===== src/rtl/mux_adc_pkg.sv =====
/*
 * shared constants of the multiplexed converter control block: channel count,
 * codes, timing counts and configuration selectors.
 * assumes a 100 MHz core clock; all counts are derived from that rate.
 */
package mux_adc_pkg;
   // ****************************************************************
   // geometry and coding
   // ****************************************************************
   localparam int CHANNELS = 8;
   localparam int CODE_BITS = 12;
   localparam int AVG_BITS = 16;
   localparam int OSR_BITS = 3;
   localparam logic [11:0] negative_full_scale_code = 12'h000;
   localparam logic [11:0] mid_scale_code = 12'h800;
   localparam logic [11:0] positive_full_scale_code = 12'hfff;

   // ****************************************************************
   // reset values
   // ****************************************************************
   localparam logic [7:0] PIN_CFG_RESET = 8'h00;      // all channels analog
   localparam logic [7:0] GPIO_CFG_RESET = 8'h00;
   localparam logic [7:0] DRIVE_CFG_RESET = 8'h00;
   localparam logic [7:0] OUT_LEVEL_RESET = 8'h00;
   localparam logic [7:0] SEQ_MASK_RESET = 8'h00;
   localparam logic [6:0] ADDR_BASE = 7'h10;          // strap code adds on top

   // ****************************************************************
   // configuration selectors on the cfg port
   // ****************************************************************
   localparam logic [2:0] SEL_PIN_CFG = 3'h0;
   localparam logic [2:0] SEL_GPIO_CFG = 3'h1;
   localparam logic [2:0] SEL_DRIVE_CFG = 3'h2;
   localparam logic [2:0] SEL_OUT_LEVELS = 3'h3;
   localparam logic [2:0] SEL_SEQ_MASK = 3'h4;
   localparam logic [2:0] SEL_MODE = 3'h5;            // [2:0] osr, [3] hs, [4] seq
   localparam logic [2:0] SEL_MANUAL_CH = 3'h6;
   localparam logic [2:0] SEL_ADDRESS = 3'h7;
   localparam int MODE_HS_BIT = 3;
   localparam int MODE_SEQ_BIT = 4;

   // ****************************************************************
   // timing
   // ****************************************************************
   localparam int CLK_FREQ_HZ = 100_000_000;
   localparam int CLK_PERIOD_NS = 1_000_000_000 / CLK_FREQ_HZ;
   localparam int STRETCH_FAST_NS = 1200;
   localparam int STRETCH_HS_NS = 950;
   localparam int GLITCH_FAST_NS = 50;
   localparam int GLITCH_HS_NS = 10;
   localparam int RST_TIME_MS = 5;
   localparam int CAL_TIME_NS = 2000;
   // longest times round down, least times round up
   localparam int STRETCH_FAST_CYC = STRETCH_FAST_NS / CLK_PERIOD_NS;
   localparam int STRETCH_HS_CYC = STRETCH_HS_NS / CLK_PERIOD_NS;
   localparam int GLITCH_FAST_CYC = (GLITCH_FAST_NS + CLK_PERIOD_NS - 1) / CLK_PERIOD_NS;
   localparam int GLITCH_HS_CYC = (GLITCH_HS_NS + CLK_PERIOD_NS - 1) / CLK_PERIOD_NS;
   localparam int RST_CYC = RST_TIME_MS * (CLK_FREQ_HZ / 1000);
   localparam int CAL_CYC = CAL_TIME_NS / CLK_PERIOD_NS;

   typedef enum logic [1:0] {
      st_idle = 2'b00,
      st_conv = 2'b01,
      st_cal = 2'b10
   } conv_state_t;
endpackage


===== src/rtl/line_glitch_filter.sv =====
/*
 * glitch filter for one i2c line: two-flop synchroniser, then the clean
 * level only follows after the raw level stays put for the mode's count.
 * assumes the line is asynchronous to core_clk.
 */
`timescale 1ns/100ps
module line_glitch_filter (
   input wire logic core_clk,
   input wire logic reset,
   input wire logic raw_line,
   input wire logic hs_mode,
   output logic clean_line
);
   typedef struct packed {
      logic sync1;
      logic sync2;
      logic [2:0] stable_cnt;
      logic clean;
   } filt_t;

   filt_t state;
   filt_t next_state;
   logic [2:0] need;

   // ****************************************************************
   // filtering
   // ****************************************************************
   // pulses shorter than the count never reach clean
   always_comb begin
      next_state = state;
      need = hs_mode ? 3'(mux_adc_pkg::GLITCH_HS_CYC) : 3'(mux_adc_pkg::GLITCH_FAST_CYC);
      next_state.sync1 = raw_line;
      next_state.sync2 = state.sync1;
      if (state.sync2 == state.clean) begin
         next_state.stable_cnt = 3'h0;
      end else if (state.stable_cnt + 3'h1 >= need) begin
         next_state.clean = state.sync2;
         next_state.stable_cnt = 3'h0;
      end else begin
         next_state.stable_cnt = state.stable_cnt + 3'h1;
      end
   end

   // idle i2c lines are high
   always_ff @(posedge core_clk) begin
      if (reset) begin
         state <= '{sync1: 1'b1, sync2: 1'b1, stable_cnt: 3'h0, clean: 1'b1};
      end else begin
         state <= next_state;
      end
   end

   assign clean_line = state.clean;
endmodule


===== src/rtl/mux_adc_gpio_control.sv =====
/*
 * control logic of an eight-channel multiplexed 12-bit converter with gpio:
 * channel configuration, gpio drive, conversion sequencing with averaging,
 * offset calibration, soft reset, scl stretching and line filtering.
 * assumes an i2c protocol engine on core_clk issues cfg writes and
 * conversion starts, and an analog front end returns raw_code in-domain.
 */
`timescale 1ns/100ps
module mux_adc_gpio_control #(
   parameter int RST_CYCLES = mux_adc_pkg::RST_CYC
) (
   input wire logic core_clk,
   input wire logic reset,
   input wire logic cfg_write,
   input wire logic [2:0] cfg_sel,
   input wire logic [7:0] cfg_data,
   input wire logic cal_request,
   input wire logic soft_reset_request,
   input wire logic conv_start,
   input wire logic [2:0] addr_strap,
   input wire logic [11:0] raw_code,
   input wire logic [7:0] gpio_in,
   input wire logic scl_in,
   input wire logic sda_in,
   output logic [7:0] gpio_out,
   output logic [7:0] gpio_oe_n,
   output logic [7:0] digital_input_levels,
   output logic [2:0] mux_channel,
   output logic sample_strobe,
   output logic [11:0] result_code,
   output logic [15:0] avg_result,
   output logic [2:0] result_channel,
   output logic result_valid,
   output logic cal_bit,
   output logic soft_reset_bit,
   output logic [6:0] bus_address,
   output logic scl_clean,
   output logic sda_clean,
   output logic scl_oe_n
);
   typedef struct packed {
      mux_adc_pkg::conv_state_t fsm;
      logic [7:0] pin_cfg;
      logic [7:0] gpio_cfg;
      logic [7:0] output_driver_type;
      logic [7:0] digital_output_levels;
      logic [7:0] seq_mask;
      logic [2:0] osr;
      logic hs_mode;
      logic seq_en;
      logic [2:0] manual_ch;
      logic [2:0] cur_ch;
      logic [6:0] address;
      logic strap_taken;
      logic [7:0] gpio_sync1;
      logic [7:0] gpio_sync2;
      logic [7:0] in_levels;
      logic [7:0] conv_cnt;
      logic [7:0] sample_cnt;
      logic [18:0] accum;
      logic [11:0] result;
      logic [15:0] avg;
      logic [2:0] res_ch;
      logic valid;
      logic cal;
      logic [9:0] cal_cnt;
      logic soft_rst;
      logic [19:0] rst_cnt;
      logic stretch;
   } ctrl_t;

   ctrl_t state;
   ctrl_t next_state;
   logic [7:0] analog_ch;
   logic [7:0] conv_len;
   logic [7:0] osr_total;
   logic [22:0] scaled;

   // ****************************************************************
   // helpers
   // ****************************************************************
   // next enabled channel after cur, wrapping; stays put if none enabled
   function automatic logic [2:0] next_channel(input logic [7:0] mask, input logic [2:0] cur);
      logic [2:0] pick;
      logic [2:0] idx;
      pick = cur;
      for (int k = 8; k >= 1; k--) begin
         idx = 3'(cur + 3'(k));
         if (mask[idx]) begin
            pick = idx;
         end
      end
      return pick;
   endfunction

   // ****************************************************************
   // line filters
   // ****************************************************************
   line_glitch_filter scl_filter (
      .core_clk(core_clk),
      .reset(reset),
      .raw_line(scl_in),
      .hs_mode(state.hs_mode),
      .clean_line(scl_clean)
   );

   line_glitch_filter sda_filter (
      .core_clk(core_clk),
      .reset(reset),
      .raw_line(sda_in),
      .hs_mode(state.hs_mode),
      .clean_line(sda_clean)
   );

   // ****************************************************************
   // next state
   // ****************************************************************
   always_comb begin
      next_state = state;
      analog_ch = ~state.pin_cfg;
      conv_len = state.hs_mode ? 8'(mux_adc_pkg::STRETCH_HS_CYC)
                               : 8'(mux_adc_pkg::STRETCH_FAST_CYC);
      osr_total = 8'h01 << state.osr;
      scaled = {state.accum, 4'h0} >> state.osr;
      next_state.valid = 1'b0;

      // gpio input synchroniser; only the second stage is read
      next_state.gpio_sync1 = gpio_in;
      next_state.gpio_sync2 = state.gpio_sync1;
      next_state.in_levels = state.gpio_sync2 & state.pin_cfg & ~state.gpio_cfg;

      // address taken from the strap once after reset release and again as a soft reset begins
      if (!state.strap_taken) begin
         next_state.address = mux_adc_pkg::ADDR_BASE | {4'h0, addr_strap};
         next_state.strap_taken = 1'b1;
      end

      // configuration writes from the protocol engine
      if (cfg_write && !state.soft_rst) begin
         case (cfg_sel)
            mux_adc_pkg::SEL_PIN_CFG: next_state.pin_cfg = cfg_data;
            mux_adc_pkg::SEL_GPIO_CFG: next_state.gpio_cfg = cfg_data;
            mux_adc_pkg::SEL_DRIVE_CFG: next_state.output_driver_type = cfg_data;
            mux_adc_pkg::SEL_OUT_LEVELS: next_state.digital_output_levels = cfg_data;
            mux_adc_pkg::SEL_SEQ_MASK: next_state.seq_mask = cfg_data;
            mux_adc_pkg::SEL_MODE: begin
               next_state.osr = cfg_data[2:0];
               next_state.hs_mode = cfg_data[mux_adc_pkg::MODE_HS_BIT];
               next_state.seq_en = cfg_data[mux_adc_pkg::MODE_SEQ_BIT];
            end
            mux_adc_pkg::SEL_MANUAL_CH: next_state.manual_ch = cfg_data[2:0];
            mux_adc_pkg::SEL_ADDRESS: next_state.address = cfg_data[6:0];
            default: next_state.address = state.address;
         endcase
      end

      // conversion, averaging and calibration sequencer
      case (state.fsm)
         mux_adc_pkg::st_idle: begin
            if (cal_request) begin
               next_state.cal = 1'b1;
               next_state.cal_cnt = 10'h000;
               next_state.fsm = mux_adc_pkg::st_cal;
            end else if (conv_start && !state.soft_rst) begin
               next_state.cur_ch = state.seq_en
                  ? next_channel(state.seq_mask & analog_ch, state.cur_ch)
                  : state.manual_ch;
               next_state.accum = 19'h00000;
               next_state.sample_cnt = 8'h00;
               next_state.conv_cnt = 8'h00;
               next_state.stretch = 1'b1;
               next_state.fsm = mux_adc_pkg::st_conv;
            end
         end
         mux_adc_pkg::st_conv: begin
            if (state.conv_cnt + 8'h01 < conv_len) begin
               next_state.conv_cnt = state.conv_cnt + 8'h01;
            end else begin
               // the stretch window bounds one conversion; extra samples are internal
               next_state.stretch = 1'b0;
               next_state.conv_cnt = 8'h00;
               next_state.accum = state.accum + {7'h00, raw_code};
               next_state.result = raw_code;
               next_state.sample_cnt = state.sample_cnt + 8'h01;
               if (state.sample_cnt + 8'h01 >= osr_total) begin
                  next_state.fsm = mux_adc_pkg::st_idle;
                  next_state.res_ch = state.cur_ch;
                  next_state.valid = 1'b1;
               end
            end
         end
         mux_adc_pkg::st_cal: begin
            if (state.cal_cnt + 10'h001 >= 10'(mux_adc_pkg::CAL_CYC)) begin
               next_state.cal = 1'b0;
               next_state.fsm = mux_adc_pkg::st_idle;
            end else begin
               next_state.cal_cnt = state.cal_cnt + 10'h001;
            end
         end
         default: next_state.fsm = mux_adc_pkg::st_idle;
      endcase

      // average of 2^osr samples, rescaled to 16 bits
      if (state.valid) begin
         next_state.avg = scaled[15:0];
      end

      // soft reset: pin, gpio, drive, level and sequence-mask config back to defaults (mode and manual channel kept), bit clears after the count
      if (soft_reset_request && !state.soft_rst) begin
         next_state.soft_rst = 1'b1;
         next_state.rst_cnt = 20'h00000;
         next_state.pin_cfg = mux_adc_pkg::PIN_CFG_RESET;
         next_state.gpio_cfg = mux_adc_pkg::GPIO_CFG_RESET;
         next_state.output_driver_type = mux_adc_pkg::DRIVE_CFG_RESET;
         next_state.digital_output_levels = mux_adc_pkg::OUT_LEVEL_RESET;
         next_state.seq_mask = mux_adc_pkg::SEQ_MASK_RESET;
         next_state.strap_taken = 1'b0; // re-latch the strap
         next_state.fsm = mux_adc_pkg::st_idle;
         next_state.stretch = 1'b0;
         next_state.cal = 1'b0;
      end else if (state.soft_rst) begin
         if (state.rst_cnt + 20'h00001 >= 20'(RST_CYCLES)) begin
            next_state.soft_rst = 1'b0;
         end else begin
            next_state.rst_cnt = state.rst_cnt + 20'h00001;
         end
      end
   end

   // ****************************************************************
   // state register
   // ****************************************************************
   always_ff @(posedge core_clk) begin
      if (reset) begin
         state <= '0;
         state.fsm <= mux_adc_pkg::st_idle;
         state.pin_cfg <= mux_adc_pkg::PIN_CFG_RESET;
         state.gpio_cfg <= mux_adc_pkg::GPIO_CFG_RESET;
         state.output_driver_type <= mux_adc_pkg::DRIVE_CFG_RESET;
         state.digital_output_levels <= mux_adc_pkg::OUT_LEVEL_RESET;
         state.seq_mask <= mux_adc_pkg::SEQ_MASK_RESET;
         state.address <= mux_adc_pkg::ADDR_BASE;
         state.result <= mux_adc_pkg::negative_full_scale_code;
      end else begin
         state <= next_state;
      end
   end

   // ****************************************************************
   // pin drive
   // ****************************************************************
   // open drain pulls low for 0 and floats for 1, never drives high
   for (genvar ch = 0; ch < mux_adc_pkg::CHANNELS; ch++) begin : g_pin
      logic is_out;
      assign is_out = state.pin_cfg[ch] & state.gpio_cfg[ch];
      assign gpio_out[ch] = state.output_driver_type[ch] & state.digital_output_levels[ch];
      assign gpio_oe_n[ch] = !is_out | (!state.output_driver_type[ch]
                                        & state.digital_output_levels[ch]);
   end

   assign digital_input_levels = state.in_levels;
   assign mux_channel = state.cur_ch;
   assign sample_strobe = (state.fsm == mux_adc_pkg::st_conv) && (state.conv_cnt == 8'h00);
   assign result_code = state.result;
   assign avg_result = state.avg;
   assign result_channel = state.res_ch;
   assign result_valid = state.valid;
   assign cal_bit = state.cal;
   assign soft_reset_bit = state.soft_rst;
   assign bus_address = state.address;
   assign scl_oe_n = !state.stretch;
endmodule


===== config.mk =====
export PLATFORM = sky130hd
export DESIGN_NAME = mux_adc_gpio_control
export DESIGN_NICKNAME = d
export VERILOG_FILES = /design/src/rtl/mux_adc_pkg.sv /design/src/rtl/line_glitch_filter.sv /design/src/rtl/mux_adc_gpio_control.sv
export SDC_FILE = /design/constraint.sdc
export NUM_CORES = 1
export LEC_CHECK = 0
export BUFFER_PORTS_ARGS = -buffer_cell sky130_fd_sc_hd__buf_4
export CAP_MARGIN = 20
export CORE_UTILIZATION = 54
export DETAILED_ROUTE_END_ITERATION = 6
export GPL_ROUTABILITY_DRIVEN = 0
export PLACE_DENSITY = 0.77
export SKIP_LAST_GASP = 1
export SLEW_MARGIN = 20
export SYNTH_ARGS = -nofsm -noshare
export SYNTH_HDL_FRONTEND = slang
export SYNTH_HIERARCHICAL = 1
export SYNTH_SLANG_ARGS = --single-unit

===== constraint.sdc =====
create_clock -name core_clk -period 3 [get_ports core_clk]
set_clock_uncertainty 0.15 [all_clocks]
set_input_delay 0.6 -clock core_clk [delete_from_list [all_inputs] [get_ports core_clk]]
set_output_delay 0.6 -clock core_clk [all_outputs]
set_load 0.1 [all_outputs]

==> results of run 1 <==
## metal layers
metal	vias up	wire [um]	global-route usage, %
met2	233	11800	39.9
met1	4256	11700	33.0
met4	0	283	5.26
met5	-	0	0
li1	4470	-	-
met3	26	1240	4.34
## synthesized netlist by cell type, types with 13 or more instances
cell	n	share of area, %
nor3_1	17	0.78
ha_1	37	4.2
nor2_1	137	4.7
dfxtp_1	197	36
o21ai_0	23	1.1
nand2b_1	27	1.5
nand4_1	14	0.80
inv_1	32	1.1
nor2b_1	30	1.7
clkbuf_1	46	1.6
nand3_1	27	1.2
and3_1	16	0.92
buf_4	53	3.6
a22oi_1	16	1.1
a211oi_1	34	2.3
a21oi_1	54	2.5
and2_1	22	1.3
xor2_1	20	1.6
xnor2_1	13	1.0
nand2_1	76	2.6
mux2i_1	115	11
## cell type report
class	instances	area, um2
clock buffer	18	429
clock inverter	14	140
fill	1712	7170
inverter	35	138
multi-input combinational	869	6260
sequential	197	3950
tap	265	332
timing repair buffer	163	1240
## timing repair
action	4_1_cts	5_1_grt
buffers inserted	0	2
pin swaps	0	3
resized for setup	1	9
setup endpoints to repair	5	33
## logic make-up (layout without fill, tap and decap cells)
group / Yosys count / after routing
AO/OA/AOI/OAI: 222 / 222
XOR/XNOR: 33 / 33
adder cells (fa/ha/maj): 38 / 38
buffers and inverters: 150 / 230
flip-flops: 197 / 197
multiplexers: 135 / 135
AND/OR/NAND/NOR: 441 / 441
## power breakdown
group | switching, mW | internal, mW
registers | 0.0254 | 2.65
logic | 0.290 | 0.166
clock network | 1.06 | 1.17
total | 1.38 | 3.98
## sequential cells by signal, indices dropped and copies added, names as in the netlist
| name | cells |
|---|---|
| avg_result | 16 |
| scl_filter/state | 4 |
| sda_filter/state | 4 |
| scl_filter/clean_line | 1 |
| scl_filter/next_state | 1 |
| soft_reset_bit | 1 |
| result_valid | 1 |
| mux_channel | 3 |
| sda_filter/next_state | 1 |
| result_channel | 3 |
| digital_input_levels | 8 |
| sda_filter/clean_line | 1 |
| bus_address | 7 |
| state | 125 |
| cal_bit | 1 |
| result_code | 12 |
| next_state | 8 |
## metrics by stage
stage	setup WS (ns)	TNS [ns]	hold slack, ns	util (%)
2_1_floorplan	0.0126	0	0.239	-
3_3_place_gp	-0.0918	-0.180	0.248	60.3
3_5_place_dp	-0.125	-0.343	0.246	60.3
4_1_cts	0.00308	0	0.191	63.2
5_1_grt	-0.0401	-0.0735	0.189	63.5
6_report	0.0804	0	0.200	63.5
## worst max-delay path by stage
stage,start,to,slack (ns)
global placement,raw_code[1],state[82],-0.09
CTS,state[92],state[79],0.003
detailed placement,raw_code[1],state[82],-0.12
global route,state[92],state[88],-0.04
floorplan,mux_channel[1],mux_channel[0],0.01
finish,mux_channel[1],mux_channel[2],0.08
==> flow_summary.ini, run 1 <==
[outcome]
outcome = complete, no violations

[setup_path]
r2r_cells = 9
crit_arrival_ns = 3.08
worstPathRequired_ns = 3.16
crit_buf_inv = 1
cp.depth = 9
crit_type = reg -> reg
r2r-end = mux_channel[2]
reg2reg_slack_ns = 0.08
end_kind = flip-flop
max_stage_delay_ns = 0.46
cp_slowest_cell = o41ai_4
cp-start-kind = flip-flop
path_delay_family = multiplexers
crit_chain = ha_1 > xor2_1 > buf_4 > mux4_2 > mux2_2 > nand3b_4 > o41ai_4 > mux2i_1 > o31ai_1
critPathMaxFanout = 5
rr_startpoint = mux_channel[1]

[clocking]
cts_tree = built
cts_buffers = 17
clock-sinks = 197
cts-root-buf = clkbuf_16
path_clk_slew_ns = 0.07
cts_hold_buf = 0
cts-htree-levels = 4
clock_latency_ns = 0.44
clockBufferDepth = 2

[cells_and_area]
mostFrequentLayoutCell = dfxtp_1
most-common-layout-cells = dfxtp_1, buf_4, nor2_1
drive_above_1_share_pct = 19.0
design_area_mm2 = 0.0125
fin_cells = 1561
diodes = 0
nNetsFinal = 1363
area_growth_pct = 14.3

[worst_hold_path]
hp-start = scl_in
hold_class = in -> reg
hold_depth = 2
min_to = scl_filter/next_state[4]

[floorplanning]
die_y_um = 144
core_area_mm2 = 0.0197
initial_core_util_pct = 55.6
rows = 51
die-area_mm2 = 0.0208
die_width_um = 144
ios = 114

[sta]
fmaxAchievable_mhz = 343
worstMarginPinSlew_ns = 0.901
grt_setup_unrepaired = yes
finalCriticalPeriod_ns = 2.92
hold_violations = 0
slew_viol_final = 0
finalSetupViolCount = 0
slew_headroom_pct = 39.5
timing.final.crit_share_pct = 97.3

[job]
cap_violations = 0

[detailed_routing]
route.antenna.remaining_nets = 0
drc = 0
wl_per_cell_um = 16.0
routed_via_density = 5.76
num_vias = 8985
drt-total-wl_um = 25000
drtPass1Iterations = 5
drt_iter0_drc = 582

[synth]
synth_mux_area_share_pct = 14.2
synth_top_family_by_area = simple AND/OR/NAND/NOR gates
syn_area_mm2 = 0.0109
seq_area_frac_synth_pct = 36.1
syn-num-nets = 1296
ys_ff_latch = 197
synth_xor_area_share_pct = 2.64
yosys.area_share.simple_pct = 21.0
synth.distinct_cells = 76
synth_area_per_cell_um2 = 8.99
synth_compound_area_share_pct = 14.5
synth_edf_count = 0
ys.flop_type = dfxtp_1
async_flop_share_pct = 0
synthAdderAreaFrac_pct = 4.42
synth_warnings = 6
syn_inst = 1216

[grt]
grt_pass1_vias = 8167
grt_max_degree = 53
grt_pass1_wl_um = 40100
grt_antenna_before_repair = 0
grt-ovfl-total = 0
track_usage_pct = 24.2

[placement]
place_inst = 1527
portBuffers = 113
dp_hpwl_um = 17700
place_area_mm2 = 0.0119

[power]
p_per_area_mw_per_mm2 = 429
p_leak_nw = 4.97
ir_drop_mv = 0.366
power_mw = 5.36
(Power assumes the default switching activity.)
==> run 2: changes to the inputs <==
Settings changed: PLACE_DENSITY 0.77 to not set, PLACE_DENSITY_LB_ADDON set to 0.25.
==> flow_summary.ini, run 2 (same netlist as run 1, synthesis figures left out) <==
[clocking]
cts_buffers = 17
clock_latency_ns = 0.43
cts_hold_buf = 0
cts-root-buf = clkbuf_16
cts-htree-levels = 4
clock-sinks = 197
clockBufferDepth = 2
path_clk_slew_ns = 0.07
cts_tree = built

[detailed_routing]
routed_via_density = 5.68
route.antenna.remaining_nets = 0
drt-total-wl_um = 24700
drc = 0
num_vias = 8898
drtPass1Iterations = 5
drt_iter0_drc = 574
wl_per_cell_um = 15.8

[floorplanning]
initial_core_util_pct = 55.6
die_y_um = 144
rows = 51
core_area_mm2 = 0.0197
ios = 114
die_width_um = 144
die-area_mm2 = 0.0208

[sta]
slew_viol_final = 0
worstMarginPinSlew_ns = 0.662
slew_headroom_pct = 55.8
grt_setup_unrepaired = yes
setup_tns_ns = 0
timing.final.crit_share_pct = 94.0
hold_violations = 0
fmaxAchievable_mhz = 355
finalSetupViolCount = 0
finalCriticalPeriod_ns = 2.82

[grt]
grt_antenna_before_repair = 0
grt_pass1_wl_um = 39700
grt-ovfl-total = 0
grt_max_degree = 95
track_usage_pct = 24.1
grt_pass1_vias = 8060

[setup_path]
crit_chain = clkinv_2 > ha_1 > buf_4 > mux4_1 > mux2i_2 > nand3_2 > o41ai_4 > mux2i_1 > o311ai_1
crit_type = reg -> reg
end_kind = flip-flop
path_delay_family = multiplexers
cp-start-kind = flip-flop
critPathMaxFanout = 8
crit_arrival_ns = 2.97
max_stage_delay_ns = 0.44
crit_buf_inv = 2
worstPathRequired_ns = 3.15
cp_slowest_cell = o41ai_4
reg2reg_slack_ns = 0.18

[placement]
place_area_mm2 = 0.0119
dp_hpwl_um = 17800
portBuffers = 113

[cells_and_area]
diodes = 0
area_growth_pct = 14.6
mostFrequentLayoutCell = dfxtp_1
nNetsFinal = 1369
largest_register = state
most-common-layout-cells = dfxtp_1, buf_4, nor2_1
design_area_mm2 = 0.0125
finish.utilization_pct = 63.7
largest_reg_flops = 125
drive_above_1_share_pct = 19.0

[job]
cap_violations = 0

[worst_hold_path]
hold_class = in -> reg

[power]
p_leak_nw = 5.02
ir_drop_mv = 0.344
power_mw = 5.42
p_per_area_mw_per_mm2 = 432

[outcome]
outcome = complete, no violations
## run 2: cell count changes in the layout (fill, tap and decap cells not counted), moves of 2 or more
cell	delta
buf_4	+4
clkbuf_8	+2
clkbuf_1	+2
inv_6	-2
o21ai_0	-2
clkinvlp_4	-2
o21ai_1	+2
inv_8	-2
## run 2: worst paths after layout
kind                            startpoint                       end  cells after the start
setup reg to reg            mux_channel[1]            mux_channel[0]                      9
hold reg to reg   scl_filter/next_state[4]       scl_filter/state[4]                      1
setup / recovery            mux_channel[1]            mux_channel[0]                      9
hold / removal                      sda_in  sda_filter/next_state[4]                      2
## run 2: layout make-up
type | instances | area [um2]
clock buffers | 22 | 464
clock inverters | 10 | 120
fillers | 1678 | 7130
inverters | 35 | 138
multi-input cells | 869 | 6240
flip-flops and latches | 197 | 3950
well taps | 265 | 332
repair buffers | 169 | 1290
## run 2: power by group
part	total [mW]	internal (mW)	leakage [nW]	switching, mW
sequential	2.67	2.65	1.59	0.0254
combinational	0.457	0.171	3.14	0.287
clock	2.29	1.28	0.282	1.01
total	5.42	4.10	5.02	1.32
## run 2: metal layers
metal  routed length, um  track usage [%]  vias to the layer above
li1                    -                -                     4477
met1               12000             34.2                     4197
met2               11200             37.1                      205
met3                1220             5.00                       19
met4                 246             6.09                        0
met5                   0                0                        -
## run 2: repair_timing
item                                    4_1_cts  5_1_grt
endpoints found under the setup margin        0       30
buffers inserted                              0        2
gates resized for setup                       0        7
## run 2: metrics by stage
| step | hold WS, ns | setup slack (ns) | std cells |
|---|---|---|---|
| after floorplan | 0.239 | 0.0126 | 1216 |
| after global placement | 0.240 | -0.0810 | 1533 |
| after detailed placement | 0.244 | -0.0950 | 1533 |
| after CTS | 0.182 | 0.0543 | 1565 |
| after global routing | 0.183 | -0.0261 | 1567 |
| final | 0.198 | 0.179 | 1567 |
